File: src/design/fcs_params.svh
// constants for the flash control and security front end
`ifndef FCS_PARAMS_SVH
`define FCS_PARAMS_SVH
`define FCS_OFF_ACCESS_SIZE 12'h000
`define FCS_OFF_STATUS      12'h004
`define FCS_OFF_READ_WAIT   12'h008
`define FCS_OFF_TRIM        12'h00C
`define FCS_OFF_SECURITY    12'h010
`define FCS_ASZ_PROG        2'h1
`define FCS_ASZ_ROM         2'h2
`define FCS_WAIT_RESET      3'h0
`define FCS_STAT_RDY_BIT    0
`define FCS_STAT_HANG_BIT   1
`define FCS_TRIM_W          10
`define FCS_TRIM_ADDR       32'h0010_0004
`define FCS_PROT_ADDR       32'h0010_0000
`define FCS_PROT_CODE       16'h0001
`define FCS_MODE_USER       2'h0
`define FCS_MODE_SERIAL     2'h1
`define FCS_BOOT_FETCH_CYC  4'h2
`endif

File: src/design/fcs_pkg.sv
// types shared by the flash control and security front end
package fcs_pkg;
	typedef enum logic [1:0] {
		FCS_BOOT_TRIM = 2'h0,
		FCS_BOOT_PROT = 2'h1,
		FCS_BOOT_DONE = 2'h2
	} fcs_boot_t;
endpackage

File: src/design/fcs_gate_if.sv
// carrier between the register front end and the security gate
`timescale 1ns/10ps
`default_nettype none
interface fcs_gate_if;
	logic       prot_on;
	logic [1:0] boot_mode;
	logic       allow_cmd;
	logic       allow_erase;
	logic       read_valid;
	logic       jtag_ok;
	modport ctrl (output prot_on, output boot_mode,
		input allow_cmd, input allow_erase, input read_valid, input jtag_ok);
	modport gate (input prot_on, input boot_mode,
		output allow_cmd, output allow_erase, output read_valid, output jtag_ok);
endinterface
`default_nettype wire

File: src/design/fcs_gate.sv
// access permission decode for the flash security gate
`timescale 1ns/10ps
`default_nettype none
`include "fcs_params.svh"
module fcs_gate (
	fcs_gate_if.gate g
);
	// permissions follow protection and the latched boot mode
	always_comb begin
		g.allow_erase = 1'b1;
		g.allow_cmd   = 1'b1;
		g.read_valid  = 1'b1;
		g.jtag_ok     = !g.prot_on;
		// user mode keeps CPU access open, JTAG blocked when protected
		if (g.prot_on && g.boot_mode == `FCS_MODE_SERIAL) begin
			// serial mode erase only
			g.allow_cmd  = 1'b0;
			g.read_valid = 1'b0;
		end
	end
endmodule // fcs_gate
`default_nettype wire

File: src/design/fcs_ctrl.sv
// flash control registers, boot loading and security top
//
// Notes on behaviour
// reset loads ROM read mode
// size code 01 program, 10 ROM
// master writes half-words in program mode
// master dummy-reads size after change
// master changes size from outside flash
// hang flag bit 1, set on timeout
// master issues reset command on hang
// ready flag bit 0, low while busy
// master discards first status read
// reserved status bits ignore writes
// wait code adds 0,1,3,5,7 cycles
// master dummy-reads wait after change
// boot copies trim word low ten bits
// trim cleared by reset after erase; code clears it on a second chip erase since reset instead
// protection code arms at next reset
// only chip erase plus reset unlocks
// user mode protected permits CPU, blocks JTAG
// serial mode protected allows erase only
// protection and trim share erase unit
// tools write protection code last
// mode pins 01 select serial write boot
// select pin chooses UART or synchronous
// master dummy-reads after any command
// prohibited codes keep old setting
`timescale 1ns/10ps
`default_nettype none
`include "fcs_params.svh"
module fcs_ctrl #(
	parameter int ADDR_W = 12
) (
	// clock, reset, enable
	input  wire logic              pclk,
	input  wire logic              presetn,
	input  wire logic              clk_en,
	// apb slave
	input  wire logic              psel,
	input  wire logic              penable,
	input  wire logic              pwrite,
	input  wire logic [ADDR_W-1:0] paddr,
	input  wire logic [31:0]       pwdata,
	output logic [31:0]            prdata,
	output logic                   pready,
	output logic                   pslverr,
	// flash array fetch port used at boot
	output logic                   boot_rd,
	output logic [31:0]            boot_addr,
	input  wire logic [31:0]       boot_rdata,
	// embedded operation status from the sequencer
	input  wire logic              op_busy,
	input  wire logic              timing_limit_flag,
	input  wire logic              hang_clear,
	input  wire logic              chip_erased,
	// boot straps
	input  wire logic [1:0]        boot_mode_pins,
	input  wire logic              comm_select_input,
	// derived controls
	output logic                   prog_mode,
	output logic [2:0]             read_extra_wait,
	output logic                   serial_write_mode,
	output logic                   serial_uart_mode,
	output logic                   allow_cmd,
	output logic                   allow_erase,
	output logic                   read_valid,
	output logic                   jtag_ok,
	output logic                   boot_done
);
	logic [1:0]          access_size_reg;
	logic [2:0]          wait_reg;
	logic                hang_reg;
	logic                rdy_reg;
	logic [`FCS_TRIM_W-1:0] trim_reg;
	logic                prot_reg;
	logic [1:0]          mode_reg;
	logic                erased_reg;
	logic [3:0]          fetch_cnt;
	logic                comm_reg;
	fcs_pkg::fcs_boot_t  boot_state;
	logic                wr_en;
	logic                rd_en;
	fcs_gate_if          gif();

	// wait code legal when odd or zero
	function automatic logic wait_legal(input logic [2:0] c);
		wait_legal = c[0] || (c == `FCS_WAIT_RESET);
	endfunction

	// one access phase per transfer, answered after one wait state
	assign wr_en = clk_en && psel && penable && pwrite && !pready;
	assign rd_en = clk_en && psel && penable && !pwrite && !pready;

	always_ff @(posedge pclk or negedge presetn) begin
		if (!presetn) begin
			pready  <= 1'b0;
			pslverr <= 1'b0;
			prdata  <= 32'h0000_0000;
		end else if (clk_en) begin
			pready  <= psel && penable && !pready;
			pslverr <= 1'b0;
			if (rd_en) begin
				unique case (paddr)
				`FCS_OFF_ACCESS_SIZE: prdata <= {30'h0, access_size_reg};
				// reserved status bits read zero
				`FCS_OFF_STATUS: prdata <= {30'h0, hang_reg, rdy_reg};
				`FCS_OFF_READ_WAIT: prdata <= {29'h0, wait_reg};
				`FCS_OFF_TRIM: prdata <= {22'h0, trim_reg};
				`FCS_OFF_SECURITY: prdata <= {29'h0, mode_reg, prot_reg};
				default: begin
					prdata  <= 32'h0000_0000;
					pslverr <= 1'b1;
				end
				endcase
			end else if (wr_en) begin
				pslverr <= !(paddr == `FCS_OFF_ACCESS_SIZE ||
					paddr == `FCS_OFF_READ_WAIT ||
					paddr == `FCS_OFF_STATUS);
			end
		end
	end

	// access size register, rom mode after reset
	always_ff @(posedge pclk or negedge presetn) begin
		if (!presetn) begin
			// start in ROM read mode
			access_size_reg <= `FCS_ASZ_ROM;
		end else if (wr_en && paddr == `FCS_OFF_ACCESS_SIZE) begin
			// only codes 01 and 10 accepted
			// prohibited code keeps old value
			if (pwdata[1:0] == `FCS_ASZ_PROG || pwdata[1:0] == `FCS_ASZ_ROM)
				access_size_reg <= pwdata[1:0];
		end
	end

	// wait cycle register
	always_ff @(posedge pclk or negedge presetn) begin
		if (!presetn) begin
			wait_reg <= `FCS_WAIT_RESET;
		end else if (wr_en && paddr == `FCS_OFF_READ_WAIT) begin
			// only none or odd wait codes
			if (wait_legal(pwdata[2:0]))
				wait_reg <= pwdata[2:0];
		end
	end

	// status flags; set by the timeout wins over the clear
	always_ff @(posedge pclk or negedge presetn) begin
		if (!presetn) begin
			hang_reg <= 1'b0;
			rdy_reg  <= 1'b1;
		end else if (clk_en) begin
			// ready low while operation runs
			rdy_reg <= !op_busy;
			// hang on timing limit
			if (timing_limit_flag)
				hang_reg <= 1'b1;
			else if (hang_clear)
				hang_reg <= 1'b0;
		end
	end

	// chip erase seen since reset; a further erase then clears the trim mirror
	always_ff @(posedge pclk or negedge presetn) begin
		if (!presetn)
			erased_reg <= 1'b0;
		else if (clk_en && chip_erased)
			erased_reg <= 1'b1;
	end

	// boot sequence: fetch trim word then protection halfword
	always_ff @(posedge pclk or negedge presetn) begin
		if (!presetn) begin
			boot_state <= fcs_pkg::FCS_BOOT_TRIM;
			fetch_cnt  <= 4'h0;
			trim_reg   <= '0;
			prot_reg   <= 1'b0;
			mode_reg   <= `FCS_MODE_USER;
			comm_reg   <= 1'b0;
			boot_rd    <= 1'b0;
			boot_addr  <= 32'h0000_0000;
			boot_done  <= 1'b0;
		end else if (clk_en) begin
			unique case (boot_state)
			fcs_pkg::FCS_BOOT_TRIM: begin
				// mode pins caught after reset release
				mode_reg  <= boot_mode_pins;
				// select level held until start
				comm_reg  <= comm_select_input;
				boot_rd   <= 1'b1;
				boot_addr <= `FCS_TRIM_ADDR;
				fetch_cnt <= fetch_cnt + 4'h1;
				if (fetch_cnt == `FCS_BOOT_FETCH_CYC) begin
					// copy low ten trim bits
					// shared erase unit reads blank
					trim_reg   <= boot_rdata[`FCS_TRIM_W-1:0];
					boot_addr  <= `FCS_PROT_ADDR;
					fetch_cnt  <= 4'h0;
					boot_state <= fcs_pkg::FCS_BOOT_PROT;
				end
			end
			fcs_pkg::FCS_BOOT_PROT: begin
				fetch_cnt <= fetch_cnt + 4'h1;
				if (fetch_cnt == `FCS_BOOT_FETCH_CYC) begin
					// code armed only at reset
					// erased array reads unprotected
					prot_reg   <= boot_rdata[15:0] == `FCS_PROT_CODE;
					boot_rd    <= 1'b0;
					boot_done  <= 1'b1;
					boot_state <= fcs_pkg::FCS_BOOT_DONE;
				end
			end
			fcs_pkg::FCS_BOOT_DONE: begin
				// erase clears trim mirror later
				if (erased_reg && chip_erased)
					trim_reg <= '0;
			end
			default: boot_state <= fcs_pkg::FCS_BOOT_DONE;
			endcase
		end
	end

	assign gif.prot_on   = prot_reg;
	assign gif.boot_mode = mode_reg;

	fcs_gate u_gate (
		.g (gif.gate)
	);

	// registered control outputs
	always_ff @(posedge pclk or negedge presetn) begin
		if (!presetn) begin
			prog_mode         <= 1'b0;
			read_extra_wait   <= `FCS_WAIT_RESET;
			serial_write_mode <= 1'b0;
			serial_uart_mode  <= 1'b0;
			allow_cmd         <= 1'b0;
			allow_erase       <= 1'b0;
			read_valid        <= 1'b0;
			jtag_ok           <= 1'b0;
		end else if (clk_en) begin
			prog_mode         <= access_size_reg == `FCS_ASZ_PROG;
			// waits apply in ROM mode only
			read_extra_wait   <= (access_size_reg == `FCS_ASZ_ROM) ?
				wait_reg : `FCS_WAIT_RESET;
			// serial write boot
			serial_write_mode <= boot_done && mode_reg == `FCS_MODE_SERIAL;
			serial_uart_mode  <= boot_done && comm_reg;
			// gate outputs after boot only
			allow_cmd         <= boot_done && gif.allow_cmd;
			allow_erase       <= boot_done && gif.allow_erase;
			read_valid        <= boot_done && gif.read_valid;
			jtag_ok           <= boot_done && gif.jtag_ok;
		end
	end
endmodule // fcs_ctrl
`default_nettype wire

File: config.mk
export PLATFORM = sky130hd
export DESIGN_NAME = fcs_ctrl
export DESIGN_NICKNAME = d
export VERILOG_FILES = /design/src/design/fcs_pkg.sv /design/src/design/fcs_gate_if.sv /design/src/design/fcs_gate.sv /design/src/design/fcs_ctrl.sv
export VERILOG_INCLUDE_DIRS = /design/src /design/src/design
export SDC_FILE = /design/constraint.sdc
export NUM_CORES = 1
export LEC_CHECK = 0
export BUFFER_PORTS_ARGS = -buffer_cell sky130_fd_sc_hd__buf_2
export CORE_ASPECT_RATIO = 0.8
export CORE_MARGIN = 1
export CORE_UTILIZATION = 40
export CTS_CLUSTER_DIAMETER = 30
export CTS_CLUSTER_SIZE = 24
export DETAILED_ROUTE_END_ITERATION = 12
export PLACE_DENSITY = 0.76
export SLEW_MARGIN = 20
export SYNTH_ARGS = -nofsm -noshare
export SYNTH_HDL_FRONTEND = slang
export SYNTH_SLANG_ARGS = --single-unit
export TNS_END_PERCENT = 10
File: constraint.sdc
create_clock -name pclk -period 1.5 [get_ports pclk]
set_input_delay 0.225 -clock pclk [delete_from_list [all_inputs] [get_ports pclk]]
set_output_delay 0.225 -clock pclk [all_outputs]
set_load 0.02 [all_outputs]
==> metrics.md <==
| Metric | Value |
|---|---|
| Leakage | 1.694 nW |
| Detailed placer's ending HPWL | 4526 um |
| Worst Setup EP | wait_reg[2] |
| R2R cell count | 4 |
| Core Rows | 26 |
| Worst-path cell chain | nand4b_1, or2_4, nor4_4, mux2_2 |
| Worst setup SP type | flop |
| Register share of total power | 0.469 |
| Cell Int Power | 2.798 mW |
| Violated checks | negative setup slack |
| Yosys top cell by area | dfrtp_1 |
| Fmax | 576.8 MHz |
| Yosys top cell area share | 0.4519 |
| Psw | 1.533 mW |
| GRT Total Usage | 0.1618 |
| Ratio of cells with drive above 1 in the final layout | 0.3200 |
| Final setup violation count | 12 |
| Mapped Avg Cell Area | 9.771 sq um |
| Clk sink count | 53 |
| Clk_lat worst skew | 0.30 ns |
| Clock Power Share | 0.228 |
| Max cap viols | 0 |
| Synthesis-stage register bit count | 53 |
| Via count | 2142 |
| Fin Clk Skew | 0.006623 ns |
| Worst path max stage delay | 0.41 ns |
| Buffers on Ports | 69 |
| Via density | 4.667 |
| N_diodes | 0 |
| First-pass GRT wire length | 9211 um |
| Final Hold Slack | 0.05537 ns |
| Initial Utilization | 0.4276 |
| Clock transition at the registers of the reported paths | 0.10 ns |
| Core area | 6604 sq um |
| Sequential share of the synthesized area | 0.4705 |
| Ports | 167 |
| Status | complete, but fails checks |
| Largest net degree at the start of global routing | 38 |
| Switching share of total power | 0.3539 |
| Power per cell area | 1298 nW/um^2 |
| Clock Path Buffers | 2 |
| R2r endpoint | wait_reg[2] |
| Synth Cell Area | 2824 sq um |
| Setup crit end kind | flop |
| CTS root buffer | clkbuf_8 |
| Critical Path Source | pready |
| Top_reg_cell synth | dfrtp_1 |
| Comb power frac | 0.303 |
| Critical path's slowest cell | dfrtp_2 |
| CP Data Required Time | 1.69 ns |
| Vias in the first global route | 1940 |
| Post-synth EDFFs | 0 |
| Setup ws final | -0.2336 ns |
| Chip width | 95.94 um |
| Peak supply drop | 0.0005522 V |
| Die Footprint | 7402 sq um |
| Arr. time, crit path | 1.92 ns |
| Fin crit share | 1.156 |
| Asr flop ratio synth | 1.000 |
| Initial antenna violation count | 0 |
| Detail Route Antenna Nets | 0 |
| Syn-to-layout area delta | 18.17% |
| FF-to-FF Start | pready |
| Worst Path Max Fanout | 4 |
| Gate Count Post-Synth | 289 |
| Yosys cell types | 41 |
| Cells after DPL | 450 |
| Routed wire length | 5805 um |
| Final GP Congestion | 0.8698 |
| Min cycle time layout | 1.734 ns |
| Drt first pass iters | 4 |
| DRC Markers | 0 |
| Crit path kind | flop to flop |
| WL/cell | 12.65 um |
| Chip height | 77.15 um |
| Synth warnings | 0 |
| Unrepaired setup endpoints after global routing | true |
| CTS tree | built |
| Initial DRC Count | 127 |
| GR Overflow Total | 0 |
| R2R setup slack | -0.23 ns |
| Final Hold Viols | 0 |
| Synth area leaders | dfrtp_1 (45%), buf_4 (14%), o21ai_0 (4.6%) |
| CTS Buf Count | 5 |
| Nets | 466 |
| Worst min path class | input pin to flop |
| Final Max Tran Viols | 0 |
| Final std cells w/o fill | 459 |
| H-tree levels | 2 |
## cell usage in the layout, fill, tap and decap left out, types with 6 or more instances in the layout
cell type / count
buf_2: 69
conb_1: 52
dfrtp_1: 50
nand2_1: 34
o21ai_0: 24
inv_1: 19
buf_4: 17
nor2_1: 10
a22o_1: 8
mux2_2: 7
a21oi_1: 6
## cells in the mapped netlist, drive strengths merged (2+ instances only)
cell type	count
or2	3
a22o	8
inv	20
nand3	4
o21ai	26
nor2b	2
a21oi	6
nor4b	2
nand2	34
buf	57
mux2i	5
mux2	7
nand4	2
nor2	10
ha	3
dfrtp	51
o31ai	2
nor4	6
nor3	4
a21o	3
o22ai	5
dfstp	2
nand3b	5
nand2b	7
clkbuf	4
## cells by family (layout without fill, tap and decap cells)
group | count (synthesis) | in the layout | share of synthesized area
flip-flops | 53 | 53 | 0.4705
multiplexers | 12 | 12 | 0.04564
other | 1 | 52 | 0.001328
adder cells (fa/ha/maj) | 3 | 3 | 0.01329
XOR/XNOR | 1 | 1 | 0.003102
AO/OA/AOI/OAI | 54 | 54 | 0.1174
AND/OR/NAND/NOR | 84 | 84 | 0.1693
buffers and inverters | 81 | 116 | 0.1794
## metrics by stage
stage                     setup slack, ns  setup TNS [ns]  power, mW  instance area [sq um]  utilization
after floorplan                   -0.2032          -1.040      2.918                   3019            -
after global placement            -0.2189          -1.308      3.250                   3186       0.4824
after detailed placement          -0.2537          -1.757      3.312                   3186       0.4824
after CTS                         -0.2281          -1.537      4.353                   3326       0.5036
after global routing              -0.3353          -3.067      4.622                   3337       0.5053
final                             -0.2336          -1.242      4.331                   3337       0.5053
## routing by layer
layer	wire [um]	track usage	part of all wire
met2	2704	0.2514	0.47
met5	0	0	0
met1	2766	0.2316	0.48
met3	318	0.03869	0.055
met4	16	0.02537	0.0028
## area by class of cell
class,instances,area (sq um)
multi-input cells,206,1211
inverters,20,75.07
clock inverters,3,43.79
clock buffers,5,68.82
fillers,616,3267
repair buffers,88,503.0
flip-flops and latches,53,1330
well taps,84,105.1
## power by group through the flow
stage | Combinational [mW] | Clock, mW | Sequential, mW
6_report | 1.31 | 0.987 | 2.03
5_1_grt | 1.46 | 1.08 | 2.08
4_1_cts | 1.31 | 1.02 | 2.02
3_5_place_dp | 1.27 | 0 | 2.04
3_3_place_gp | 1.22 | 0 | 2.02
2_1_floorplan | 0.813 | 0 | 2.10
## worst min path at each step
stage	startpoint	end	slack, ns	cells after the start
detailed placement	presetn	read_extra_wait[2]	0.18	1
global placement	presetn	prog_mode	0.18	1
global route	op_busy	rdy_reg	0.05	2
finish	op_busy	rdy_reg	0.06	2
floorplan	presetn	access_size_reg[0]	-0.07	0
CTS	op_busy	rdy_reg	0.05	2
## repair_timing
action                     CTS  global route
buffers inserted             0             0
setup endpoints to repair   15            26
hold endpoints to repair    14             0
gates resized for setup      6             3
pin swaps                    1             0
hold buffers                 1             0
## worst max-delay path, delay by kind of cell, from the launching register on
family | cells | cell delay, ns
DFF | 1 | 0.41
muxes | 1 | 0.38
and+or+nand+nor | 3 | 0.83
Note: power is estimated with default switching activity, not from simulation.
